`src/rtl/tmr8_pkg.sv`:
```
// shared constants and types for the 8-bit timer waveform control block
// assumes: a single clk_sys domain and an 8-bit register port
package tmr8_pkg;

  // ----------------------------------------------------------------
  // register port geometry and map
  // ----------------------------------------------------------------
  localparam int DATA_W = 8;
  localparam int ADDR_W = 3;
  localparam logic [2:0] ADDR_CTRL_A = 3'h0;
  localparam logic [2:0] ADDR_CTRL_B = 3'h1;
  localparam logic [2:0] ADDR_COUNT = 3'h2;
  localparam logic [2:0] ADDR_CMP_A = 3'h3;
  localparam logic [2:0] ADDR_CMP_B = 3'h4;
  localparam logic [2:0] ADDR_FLAGS = 3'h5;

  // ----------------------------------------------------------------
  // field positions
  // ----------------------------------------------------------------
  localparam int OUTA_HI = 7;
  localparam int OUTA_LO = 6;
  localparam int OUTB_HI = 5;
  localparam int OUTB_LO = 4;
  localparam int WAVE_LO_HI = 1;
  localparam int FORCE_A_BIT = 7;
  localparam int FORCE_B_BIT = 6;
  localparam int WAVE_B2_BIT = 3;
  localparam int CLKSEL_HI = 2;
  localparam int FLAG_OVF_BIT = 0;
  localparam int FLAG_MA_BIT = 1;
  localparam int FLAG_MB_BIT = 2;

  // ----------------------------------------------------------------
  // values
  // ----------------------------------------------------------------
  localparam logic [7:0] CNT_MAX = 8'hFF;
  localparam logic [7:0] CNT_BOTTOM = 8'h00;
  localparam logic [7:0] CNT_STEP = 8'h01;
  localparam logic [7:0] REG_RESET = 8'h00;
  localparam logic [1:0] RSVD_ZERO2 = 2'h0;
  localparam logic [4:0] RSVD_ZERO5 = 5'h00;

  // waveform mode codes
  localparam logic [2:0] WAVE_NORMAL = 3'h0;
  localparam logic [2:0] WAVE_PC_FF = 3'h1;
  localparam logic [2:0] WAVE_CTC = 3'h2;
  localparam logic [2:0] WAVE_FAST_FF = 3'h3;
  localparam logic [2:0] WAVE_PC_CMP = 3'h5;
  localparam logic [2:0] WAVE_FAST_CMP = 3'h7;

  // clock select codes and prescaler taps (log2 of divisor)
  localparam logic [2:0] CS_STOP = 3'h0;
  localparam logic [2:0] CS_DIV1 = 3'h1;
  localparam logic [2:0] CS_DIV8 = 3'h2;
  localparam logic [2:0] CS_DIV64 = 3'h3;
  localparam logic [2:0] CS_DIV256 = 3'h4;
  localparam logic [2:0] CS_DIV1024 = 3'h5;
  localparam logic [2:0] CS_EXT_FALL = 3'h6;
  localparam logic [2:0] CS_EXT_RISE = 3'h7;
  localparam int PRE_LOG8 = 3;
  localparam int PRE_LOG64 = 6;
  localparam int PRE_LOG256 = 8;
  localparam int PRE_LOG1024 = 10;

  typedef enum logic [1:0] {
    OUT_OFF = 2'h0,
    OUT_TOGGLE = 2'h1,
    OUT_CLEAR = 2'h2,
    OUT_SET = 2'h3
  } tmr8_outmode_type;

  typedef enum logic [1:0] {
    CLS_PLAIN,
    CLS_FAST,
    CLS_PHASE,
    CLS_RSVD
  } tmr8_class_type;

endpackage

```
`src/rtl/tmr8_prescaler.sv`:
```
// clock select and prescaler: turns clk_sys into a timer tick enable
// assumes: ext count pin is asynchronous to clk_sys
`timescale 1ns/1ps
module tmr8_prescaler (
  input wire logic clk_sys,
  input wire logic reset,
  input wire logic [2:0] clockSelect,
  input wire logic extCountPin,
  output logic timerTickEnable
);

  // ----------------------------------------------------------------
  // state
  // ----------------------------------------------------------------
  typedef struct packed {
    logic [tmr8_pkg::PRE_LOG1024-1:0] div;
    logic extMeta;
    logic extSync;
    logic extLast;
  } tmr8_pre_state_type;

  tmr8_pre_state_type state_q;
  tmr8_pre_state_type state_d;

  // divider runs only while a source is chosen; stopping resets phase
  always_comb begin
    state_d = state_q;
    state_d.extMeta = extCountPin;
    state_d.extSync = state_q.extMeta;
    state_d.extLast = state_q.extSync;
    if (clockSelect == tmr8_pkg::CS_STOP) begin
      state_d.div = '0;
    end else begin
      state_d.div = state_q.div + 1'b1;
    end
  end

  // tick pick; edges are seen only after the two-stage synchroniser
  always_comb begin
    unique case (clockSelect)
      tmr8_pkg::CS_STOP: timerTickEnable = 1'b0;
      tmr8_pkg::CS_DIV1: timerTickEnable = 1'b1;
      tmr8_pkg::CS_DIV8:
        timerTickEnable = &state_q.div[tmr8_pkg::PRE_LOG8-1:0];
      tmr8_pkg::CS_DIV64:
        timerTickEnable = &state_q.div[tmr8_pkg::PRE_LOG64-1:0];
      tmr8_pkg::CS_DIV256:
        timerTickEnable = &state_q.div[tmr8_pkg::PRE_LOG256-1:0];
      tmr8_pkg::CS_DIV1024:
        timerTickEnable = &state_q.div[tmr8_pkg::PRE_LOG1024-1:0];
      tmr8_pkg::CS_EXT_FALL:
        timerTickEnable = state_q.extLast & ~state_q.extSync;
      tmr8_pkg::CS_EXT_RISE:
        timerTickEnable = ~state_q.extLast & state_q.extSync;
    endcase
  end

  always_ff @(posedge clk_sys) begin
    if (reset) begin
      state_q <= '0;
    end else begin
      state_q <= state_d;
    end
  end

endmodule

```
`src/rtl/tmr8_wave_unit.sv`:
```
// one compare-output channel: holds the waveform level and pin override
// assumes: match, wrap and top pulses are already qualified by the tick
`timescale 1ns/1ps
module tmr8_wave_unit (
  input wire logic clk_sys,
  input wire logic reset,
  input wire tmr8_pkg::tmr8_class_type waveClass,
  input wire tmr8_pkg::tmr8_outmode_type outMode,
  input wire logic toggleOk,
  input wire logic match,
  input wire logic forceStrobe,
  input wire logic wrapBottom,
  input wire logic atTop,
  input wire logic countingUp,
  input wire logic cmpIsTop,
  output logic waveOut,
  output logic pinOverride
);

  // ----------------------------------------------------------------
  // state
  // ----------------------------------------------------------------
  typedef struct packed {
    logic level;
  } tmr8_wave_state_type;

  tmr8_wave_state_type state_q;
  tmr8_wave_state_type state_d;
  logic isSet;
  logic isClear;
  logic pwmToggle;

  assign isSet = (outMode == tmr8_pkg::OUT_SET);
  assign isClear = (outMode == tmr8_pkg::OUT_CLEAR);
  assign pwmToggle = (outMode == tmr8_pkg::OUT_TOGGLE) && toggleOk;

  // level update per mode class; force only counts in plain modes
  always_comb begin
    state_d = state_q;
    unique case (waveClass)
      tmr8_pkg::CLS_PLAIN: begin
        if (match || forceStrobe) begin
          unique case (outMode)
            tmr8_pkg::OUT_OFF: state_d.level = state_q.level;
            tmr8_pkg::OUT_TOGGLE: state_d.level = ~state_q.level;
            tmr8_pkg::OUT_CLEAR: state_d.level = 1'b0;
            tmr8_pkg::OUT_SET: state_d.level = 1'b1;
          endcase
        end
      end
      tmr8_pkg::CLS_FAST: begin
        if (pwmToggle && match) begin
          state_d.level = ~state_q.level;
        end else if (outMode[1]) begin
          // bottom wins; a match at TOP is dropped entirely
          if (wrapBottom) begin
            state_d.level = isClear;
          end else if (match && !cmpIsTop) begin
            state_d.level = isSet;
          end
        end
      end
      tmr8_pkg::CLS_PHASE: begin
        if (pwmToggle && match) begin
          state_d.level = ~state_q.level;
        end else if (outMode[1]) begin
          if (cmpIsTop) begin
            // at TOP take the down-count result for symmetry
            if (atTop) begin
              state_d.level = isClear;
            end
          end else if (match) begin
            state_d.level = countingUp ? isSet : isClear;
          end
        end
      end
      tmr8_pkg::CLS_RSVD: state_d.level = state_q.level;
    endcase
  end

  // pin override: nonzero field, except codes that mean disconnected
  always_comb begin
    pinOverride = (outMode != tmr8_pkg::OUT_OFF);
    if (waveClass == tmr8_pkg::CLS_RSVD) begin
      pinOverride = 1'b0;
    end else if (waveClass != tmr8_pkg::CLS_PLAIN &&
                 outMode == tmr8_pkg::OUT_TOGGLE && !toggleOk) begin
      pinOverride = 1'b0;
    end
  end

  assign waveOut = state_q.level;

  always_ff @(posedge clk_sys) begin
    if (reset) begin
      state_q <= '0;
    end else begin
      state_q <= state_d;
    end
  end

endmodule

```
`src/rtl/tmr8_waveform_ctrl.sv`:
```
// 8-bit timer with two compare-output channels and its control registers
// assumes: an 8-bit register port with read data one cycle after strobe;
// the port pin mux and direction bits live outside this block
`timescale 1ns/1ps
module tmr8_waveform_ctrl (
  input wire logic clk_sys,
  input wire logic reset,
  input wire logic [tmr8_pkg::ADDR_W-1:0] regAddr,
  input wire logic [tmr8_pkg::DATA_W-1:0] regWrData,
  input wire logic regWrite,
  input wire logic regRead,
  output logic [tmr8_pkg::DATA_W-1:0] regRdData,
  input wire logic extCountPin,
  output logic waveOutA,
  output logic waveOutB,
  output logic pinOverrideA,
  output logic pinOverrideB,
  output logic overflowFlag,
  output logic matchFlagA,
  output logic matchFlagB
);

  // ----------------------------------------------------------------
  // state
  // ----------------------------------------------------------------
  typedef struct packed {
    tmr8_pkg::tmr8_outmode_type outModeA;
    tmr8_pkg::tmr8_outmode_type outModeB;
    logic [1:0] waveLo;
    logic waveHi;
    logic [2:0] clockSel;
    logic [7:0] count;
    logic countDown;
    logic [7:0] cmpBufA;
    logic [7:0] cmpBufB;
    logic [7:0] cmpA;
    logic [7:0] cmpB;
    logic ovf;
    logic flagA;
    logic flagB;
    logic blockMatch;
    logic forceA;
    logic forceB;
    logic [7:0] rdData;
  } tmr8_ctrl_state_type;

  tmr8_ctrl_state_type state_q;
  tmr8_ctrl_state_type state_d;

  logic [2:0] waveMode;
  tmr8_pkg::tmr8_class_type waveClass;
  logic [7:0] topValue;
  logic tick;
  logic atTop;
  logic atBottom;
  logic matchA;
  logic matchB;
  logic wrapBottom;
  logic topTurn;
  logic setOvf;
  logic wrCtrlA;
  logic wrCtrlB;
  logic wrCount;
  logic wrCmpA;
  logic wrCmpB;
  logic wrFlags;

  // ----------------------------------------------------------------
  // tick source
  // ----------------------------------------------------------------
  tmr8_prescaler u_prescaler (
    .clk_sys(clk_sys),
    .reset(reset),
    .clockSelect(state_q.clockSel),
    .extCountPin(extCountPin),
    .timerTickEnable(tick)
  );

  // ----------------------------------------------------------------
  // mode decode
  // ----------------------------------------------------------------

  // mode class and TOP source reserved codes get their own class
  assign waveMode = {state_q.waveHi, state_q.waveLo};
  always_comb begin
    waveClass = tmr8_pkg::CLS_RSVD;
    topValue = tmr8_pkg::CNT_MAX;
    unique case (waveMode)
      tmr8_pkg::WAVE_NORMAL: waveClass = tmr8_pkg::CLS_PLAIN;
      tmr8_pkg::WAVE_CTC: begin
        waveClass = tmr8_pkg::CLS_PLAIN;
        topValue = state_q.cmpA;
      end
      tmr8_pkg::WAVE_FAST_FF: waveClass = tmr8_pkg::CLS_FAST;
      tmr8_pkg::WAVE_FAST_CMP: begin
        waveClass = tmr8_pkg::CLS_FAST;
        topValue = state_q.cmpA;
      end
      tmr8_pkg::WAVE_PC_FF: waveClass = tmr8_pkg::CLS_PHASE;
      tmr8_pkg::WAVE_PC_CMP: begin
        waveClass = tmr8_pkg::CLS_PHASE;
        topValue = state_q.cmpA;
      end
      default: waveClass = tmr8_pkg::CLS_RSVD;
    endcase
  end

  // per-tick events; a count write suppresses the next tick's match
  assign atTop = (state_q.count == topValue);
  assign atBottom = (state_q.count == tmr8_pkg::CNT_BOTTOM);
  assign matchA = tick && !state_q.blockMatch &&
                  (state_q.count == state_q.cmpA);
  assign matchB = tick && !state_q.blockMatch &&
                  (state_q.count == state_q.cmpB);
  assign wrapBottom = tick && atTop && (waveClass == tmr8_pkg::CLS_FAST);
  assign topTurn = tick && atTop && !state_q.countDown &&
                   (waveClass == tmr8_pkg::CLS_PHASE);

  // overflow set point per mode
  always_comb begin
    setOvf = 1'b0;
    unique case (waveMode)
      tmr8_pkg::WAVE_NORMAL, tmr8_pkg::WAVE_CTC, tmr8_pkg::WAVE_FAST_FF:
        setOvf = tick && (state_q.count == tmr8_pkg::CNT_MAX);
      tmr8_pkg::WAVE_PC_FF, tmr8_pkg::WAVE_PC_CMP:
        setOvf = tick && atBottom && state_q.countDown;
      tmr8_pkg::WAVE_FAST_CMP: setOvf = tick && atTop;
      default: setOvf = 1'b0;
    endcase
  end

  // ----------------------------------------------------------------
  // register write decode
  // ----------------------------------------------------------------
  assign wrCtrlA = regWrite && (regAddr == tmr8_pkg::ADDR_CTRL_A);
  assign wrCtrlB = regWrite && (regAddr == tmr8_pkg::ADDR_CTRL_B);
  assign wrCount = regWrite && (regAddr == tmr8_pkg::ADDR_COUNT);
  assign wrCmpA = regWrite && (regAddr == tmr8_pkg::ADDR_CMP_A);
  assign wrCmpB = regWrite && (regAddr == tmr8_pkg::ADDR_CMP_B);
  assign wrFlags = regWrite && (regAddr == tmr8_pkg::ADDR_FLAGS);

  // ----------------------------------------------------------------
  // next state
  // ----------------------------------------------------------------
  always_comb begin
    state_d = state_q;
    state_d.forceA = 1'b0;
    state_d.forceB = 1'b0;
    state_d.rdData = tmr8_pkg::REG_RESET;

    // control registers; reserved bits are simply not stored
    if (wrCtrlA) begin
      state_d.outModeA = tmr8_pkg::tmr8_outmode_type'(
        regWrData[tmr8_pkg::OUTA_HI:tmr8_pkg::OUTA_LO]);
      state_d.outModeB = tmr8_pkg::tmr8_outmode_type'(
        regWrData[tmr8_pkg::OUTB_HI:tmr8_pkg::OUTB_LO]);
      state_d.waveLo = regWrData[tmr8_pkg::WAVE_LO_HI:0];
    end
    if (wrCtrlB) begin
      state_d.waveHi = regWrData[tmr8_pkg::WAVE_B2_BIT];
      state_d.clockSel = regWrData[tmr8_pkg::CLKSEL_HI:0];
      // strobes live one cycle, never stored as a bit
      state_d.forceA = regWrData[tmr8_pkg::FORCE_A_BIT];
      state_d.forceB = regWrData[tmr8_pkg::FORCE_B_BIT];
    end

    // compare buffers; the active copy follows per mode
    if (wrCmpA) begin
      state_d.cmpBufA = regWrData;
    end
    if (wrCmpB) begin
      state_d.cmpBufB = regWrData;
    end
    unique case (waveClass)
      tmr8_pkg::CLS_PLAIN, tmr8_pkg::CLS_RSVD: begin
        state_d.cmpA = state_d.cmpBufA;
        state_d.cmpB = state_d.cmpBufB;
      end
      tmr8_pkg::CLS_FAST: begin
        if (wrapBottom) begin
          state_d.cmpA = state_q.cmpBufA;
          state_d.cmpB = state_q.cmpBufB;
        end
      end
      tmr8_pkg::CLS_PHASE: begin
        if (topTurn) begin
          state_d.cmpA = state_q.cmpBufA;
          state_d.cmpB = state_q.cmpBufB;
        end
      end
    endcase

    // counter; forced compares never reach this path
    if (tick) begin
      state_d.blockMatch = 1'b0;
      unique case (waveClass)
        tmr8_pkg::CLS_PLAIN: begin
          if (waveMode == tmr8_pkg::WAVE_CTC && atTop) begin
            state_d.count = tmr8_pkg::CNT_BOTTOM;
          end else begin
            state_d.count = 8'(state_q.count + tmr8_pkg::CNT_STEP);
          end
        end
        tmr8_pkg::CLS_FAST: begin
          state_d.count = atTop ? tmr8_pkg::CNT_BOTTOM :
                          8'(state_q.count + tmr8_pkg::CNT_STEP);
        end
        tmr8_pkg::CLS_PHASE: begin
          // dual slope: TOP and BOTTOM each last one tick
          if (!state_q.countDown) begin
            if (state_q.count >= topValue) begin
              state_d.countDown = 1'b1;
              state_d.count = atBottom ? tmr8_pkg::CNT_BOTTOM :
                              8'(state_q.count - tmr8_pkg::CNT_STEP);
            end else begin
              state_d.count = 8'(state_q.count + tmr8_pkg::CNT_STEP);
            end
          end else if (atBottom) begin
            state_d.countDown = 1'b0;
            state_d.count = (topValue == tmr8_pkg::CNT_BOTTOM) ?
                            tmr8_pkg::CNT_BOTTOM : tmr8_pkg::CNT_STEP;
          end else begin
            state_d.count = 8'(state_q.count - tmr8_pkg::CNT_STEP);
          end
        end
        tmr8_pkg::CLS_RSVD: state_d.count = state_q.count;
      endcase
    end
    if (waveClass != tmr8_pkg::CLS_PHASE) begin
      state_d.countDown = 1'b0;
    end
    if (wrCount) begin
      state_d.count = regWrData;
      state_d.blockMatch = 1'b1;
    end

    // flags: write one clears, a same-cycle event wins over the clear
    if (wrFlags) begin
      state_d.ovf = state_q.ovf & ~regWrData[tmr8_pkg::FLAG_OVF_BIT];
      state_d.flagA = state_q.flagA & ~regWrData[tmr8_pkg::FLAG_MA_BIT];
      state_d.flagB = state_q.flagB & ~regWrData[tmr8_pkg::FLAG_MB_BIT];
    end
    if (setOvf) begin
      state_d.ovf = 1'b1;
    end
    if (matchA) begin
      state_d.flagA = 1'b1;
    end
    if (matchB) begin
      state_d.flagB = 1'b1;
    end

    // read mux; answer stands only in the cycle after the strobe
    if (regRead) begin
      unique case (regAddr)
        tmr8_pkg::ADDR_CTRL_A:
          state_d.rdData = {state_q.outModeA, state_q.outModeB,
                            tmr8_pkg::RSVD_ZERO2, state_q.waveLo};
        tmr8_pkg::ADDR_CTRL_B:
          state_d.rdData = {tmr8_pkg::RSVD_ZERO2, tmr8_pkg::RSVD_ZERO2,
                            state_q.waveHi, state_q.clockSel};
        tmr8_pkg::ADDR_COUNT: state_d.rdData = state_q.count;
        tmr8_pkg::ADDR_CMP_A: state_d.rdData = state_q.cmpBufA;
        tmr8_pkg::ADDR_CMP_B: state_d.rdData = state_q.cmpBufB;
        tmr8_pkg::ADDR_FLAGS:
          state_d.rdData = {tmr8_pkg::RSVD_ZERO5, state_q.flagB,
                            state_q.flagA, state_q.ovf};
        default: state_d.rdData = tmr8_pkg::REG_RESET;
      endcase
    end
  end

  always_ff @(posedge clk_sys) begin
    if (reset) begin
      state_q <= '0;
    end else begin
      state_q <= state_d;
    end
  end

  // ----------------------------------------------------------------
  // compare output channels
  // ----------------------------------------------------------------

  // channel A may toggle in PWM only with wave mode bit 2 set
  tmr8_wave_unit u_wave_a (
    .clk_sys(clk_sys),
    .reset(reset),
    .waveClass(waveClass),
    .outMode(state_q.outModeA),
    .toggleOk(state_q.waveHi),
    .match(matchA),
    .forceStrobe(state_q.forceA),
    .wrapBottom(wrapBottom),
    .atTop(tick && atTop && (waveClass == tmr8_pkg::CLS_PHASE)),
    .countingUp(!state_q.countDown),
    .cmpIsTop(state_q.cmpA == topValue),
    .waveOut(waveOutA),
    .pinOverride(pinOverrideA)
  );

  // channel B has no PWM toggle; its 01 code is reserved there
  tmr8_wave_unit u_wave_b (
    .clk_sys(clk_sys),
    .reset(reset),
    .waveClass(waveClass),
    .outMode(state_q.outModeB),
    .toggleOk(1'b0),
    .match(matchB),
    .forceStrobe(state_q.forceB),
    .wrapBottom(wrapBottom),
    .atTop(tick && atTop && (waveClass == tmr8_pkg::CLS_PHASE)),
    .countingUp(!state_q.countDown),
    .cmpIsTop(state_q.cmpB == topValue),
    .waveOut(waveOutB),
    .pinOverride(pinOverrideB)
  );

  // ----------------------------------------------------------------
  // outputs
  // ----------------------------------------------------------------

  // pin reaches the pad only if software set its direction bit
  assign regRdData = state_q.rdData;
  assign overflowFlag = state_q.ovf;
  assign matchFlagA = state_q.flagA;
  assign matchFlagB = state_q.flagB;

endmodule

```
`config.mk`:
```
export PLATFORM = sky130hd
export DESIGN_NAME = tmr8_waveform_ctrl
export DESIGN_NICKNAME = d
export VERILOG_FILES = /design/src/rtl/tmr8_pkg.sv /design/src/rtl/tmr8_prescaler.sv /design/src/rtl/tmr8_wave_unit.sv /design/src/rtl/tmr8_waveform_ctrl.sv
export SDC_FILE = /design/constraint.sdc
export NUM_CORES = 1
export LEC_CHECK = 0
export ABC_CLOCK_PERIOD_IN_PS = 5000
export BUFFER_PORTS_ARGS = -buffer_cell sky130_fd_sc_hd__buf_2
export CORE_MARGIN = 4
export CORE_UTILIZATION = 30
export DETAILED_ROUTE_END_ITERATION = 10
export GPL_TIMING_DRIVEN = 0
export PLACE_DENSITY = 0.55
export SLEW_MARGIN = 10
export SYNTH_ARGS = -nofsm -noshare
export SYNTH_HDL_FRONTEND = slang
export SYNTH_SLANG_ARGS = --single-unit
```
`constraint.sdc`:
```
create_clock -name clk_sys -period 5 [get_ports clk_sys]
set_input_delay 0 -clock clk_sys [delete_from_list [all_inputs] [get_ports clk_sys]]
set_output_delay 0 -clock clk_sys [all_outputs]
set_load 0.1 [all_outputs]
```
==> impl_metrics.csv <==
group,metric,value,unit
power_and_ir_drop,clock_power_share,47.4,%
floorplan,io_pins,31,
detailed_routing,totalWireLength,16.4,mm
synth,synth.most_common_cell,"nor2_1",
place,place_ws,1270,ps
sta,slew_viol_final,0,
power_and_ir_drop,power_leakage,2.33,nW
detailed_routing,vias,4838,
cells_and_area,multi_input_area,3150,µm²
synth,avgSynthCellArea,8.16,µm²
sta,worst_slack,1150,ps
detailed_routing,wl_per_cell,18.4,µm
sta,final.period_utilization,77.0,%
cells_and_area,areaGrowthSynthToFinish,15.0,%
global_routing,grt_pass1_vias,4462,
cts,path_clk_slew,70,ps
global_routing,track_usage,16.7,%
cts,cts_tree,"yes",
synth,synth-simple-area-share,25.9,%
critical_path,path_max_fanout,10,
power_and_ir_drop,pwr-share-comb,10.5,%
synth,ys.warnings.count,0,
critical_path,ff2ff_path_depth,12,
power_and_ir_drop,p_per_area,267,nW/µm²
sta,tns,0,ps
synth,yosysTopAreaCell,"dfxtp_1",
cts,h-tree-depth,3,
synth,ys_seq_elements,80,
cts,clock_path_buffers,2,
synth,synthTopCellsByArea,"dfxtp_1 (31%), nor2_1 (8.0%), mux2i_1 (5.9%), xor2_1 (3.4%), ha_1 (2.9%)",
sta,hold-worst-slack,21.6,ps
synth,syn-num-nets,652,
status,outcome,"complete, no violations",
synth,syn_area,5090,µm²
sta,finalHoldViolCount,0,
cells_and_area,drive_gt1_share,14.8,%
cts,cts-root-buf,"clkbuf_16",
synth,synth_top_family_by_area,"simple AND/OR/NAND/NOR gates",
floorplan,fp-row-count,47,
power_and_ir_drop,p_total,0.00156,W
global_routing,antenna_found_initial,0,
cells_and_area,fillers,1756,
place,hpwl,12.0,mm
synth,synthMuxAreaShare,7.89,%
power_and_ir_drop,power_switching,0.000411,W
place,gp_congestion,0.862,
synth,netlist_instances,624,
sta,min_period,3850,ps
detailed_routing,drt_first_iter_violations,446,
critical_path,path_class,"register to register",
cts,numCtsBuffers,9,
power_and_ir_drop,p_seq_share,42.1,%
global_routing,grt_pass1_wl,25.5,mm
critical_path,cp_data_arrival_time,4150,ps
synth,synth.top_cell.area_share,31.5,%
cts,cts.sinks,80,
floorplan,start_util,30.7,%
critical_path,crit_path_end_kind,"register",
synth,yosysUniqueCellTypes,74,
worst_hold_path,hold_path.class,"primary input to register",
cells_and_area,diodes,0,
cells_and_area,regArea,1600,µm²
sta,max-slew-margin-rel,31.7,%
floorplan,fp.dieH,138,µm
synth,synthXorXnorAreaFrac,5.68,%
synth,synth-seq-area-share,31.5,%
power_and_ir_drop,power.internal,0.00115,W
floorplan,die_area,19100,µm²
sta,final.setup_skew,9.58,ps
critical_path,cp.required,5290,ps
cells_and_area,nets,692,
worst_hold_path,hold_depth,3,
sta,setup_violations,0,
detailed_routing,dr.pass1.iters,6,
synth,synthTopCellsByCount,"nor2_1 (109), dfxtp_1 (80), clkbuf_1 (36), nand2_1 (36), mux2i_1 (30)",
sta,fmax,260,MHz
run,max_cap_violations,0,
power_and_ir_drop,ir_worst_vdd,167,µV
critical_path,start_kind,"register",
cells_and_area,postLayoutCoreUtil,35.3,%
power_and_ir_drop,sw_frac_of_total,26.3,%
place,numPortBuffers,27,
floorplan,die_w,138,µm
synth,synthArstFlopShare,0,%
cts,clkLatencyLatePin,350,ps
sta,rsz0062_at_grt,"false",
synth,synth-compound-area-share,19.3,%
synth,synth-edff-count,0,
floorplan,core_region_area,16600,µm²
synth,synthFlopType,"dfxtp_1",
sta,tightest_slew,1020,ps
detailed_routing,ant_nets,0,
global_routing,grt_max_degree,17,
detailed_routing,drcViolationCount,0,
synth,synthAdderAreaFrac,2.95,%
global_routing,gr-total-overflow,0,
detailed_routing,viasPerCell,5.44,
metrics by stage:
step,cell area [µm²],cells
final,5850,889
after global routing,5850,889
after CTS,5850,889
after detailed placement,5500,871
after global placement,5500,871
after floorplan,5090,624
area by class of cell:
cell class / count / area share (%)
plain buffers: 63 / 5.28
clock buffers: 9 / 3.85
clock inverters: 7 / 1.84
inverters: 9 / 0.577
multi-input cells: 472 / 53.7
flip-flops and latches: 80 / 27.4
well taps: 220 / 4.70
repair buffers: 29 / 2.65
cell usage in the layout, fill, tap and decap left out, drive strengths merged, types with 14 or more instances in the layout:
cell    synthesis  final
a21oi          22     22
a221oi         16     16
buf            27     54
clkbuf         36     45
dfxtp          80     80
mux2i          30     30
nand2          36     36
nand3          23     23
nor2          110    110
nor3           14     14
xor2           20     20
metal layers:
| metal | part of all wire, % | wire [µm] | global-route usage [%] | up-vias |
|---|---|---|---|---|
| li1 | - | - | - | 2334 |
| met1 | 47 | 7660 | 23.6 | 2305 |
| met2 | 45 | 7390 | 26.0 | 167 |
| met3 | 5.8 | 955 | 2.31 | 32 |
| met4 | 2.3 | 376 | 5.82 | 0 |
| met5 | 0 | 0 | 0 | - |
power groups by stage:
stage	clock (W)	sequential (W)	combinational (W)
2_1_floorplan	0	0.000672	0.000109
3_3_place_gp	0	0.000672	0.000159
3_5_place_dp	0	0.000673	0.000159
4_1_cts	0.000752	0.000658	0.000161
5_1_grt	0.000775	0.000659	0.000176
6_report	0.000740	0.000658	0.000164
critical path, stage by stage (launching register included):
cell	delay, ps
dfxtp_1	350
buf_2	240
nor3b_1	440
nor2_1	240
or2_2	330
ha_1	310
nand2b_1	150
a221o_1	410
a21oi_1	440
o21ai_0	230
or2_2	310
o311ai_0	130
a31o_2	220
final timing paths:
kind	start	to	slack, ps
worst min register to register	u_prescaler.state_d[1]	u_prescaler.state_d[0]	460
worst max register to register	state_q[60]	state_q[49]	1150
worst min-delay path	regWrData[4]	state_q[61]	20
worst max-delay path	state_q[60]	state_q[49]	1150
state kept, by name, indices dropped and copies added (netlist names):
signal / flops
matchFlagA: 1
u_wave_a.waveOut: 1
u_wave_b.waveOut: 1
u_prescaler.state_d: 2
matchFlagB: 1
overflowFlag: 1
regRdData: 8
u_prescaler.state_q: 11
state_q: 54
logic make-up after synthesis:
| logic type | Yosys count |
|---|---|
| adders and majority gates | 12 |
| DFF | 80 |
| AOI/OAI and AO/OA | 127 |
| xor gates and xnor gates | 33 |
| and+or+nand+nor | 261 |
| buffers and inverters | 72 |
| muxes | 39 |
timing repair:
| item | in CTS | in global routing |
|---|---|---|
| setup buffers | 0 | 0 |
| hold buffers | 2 | 0 |
| resized for setup | 0 | 0 |
| hold endpoints to repair | 3 | 0 |
(Power assumes the default switching activity.)
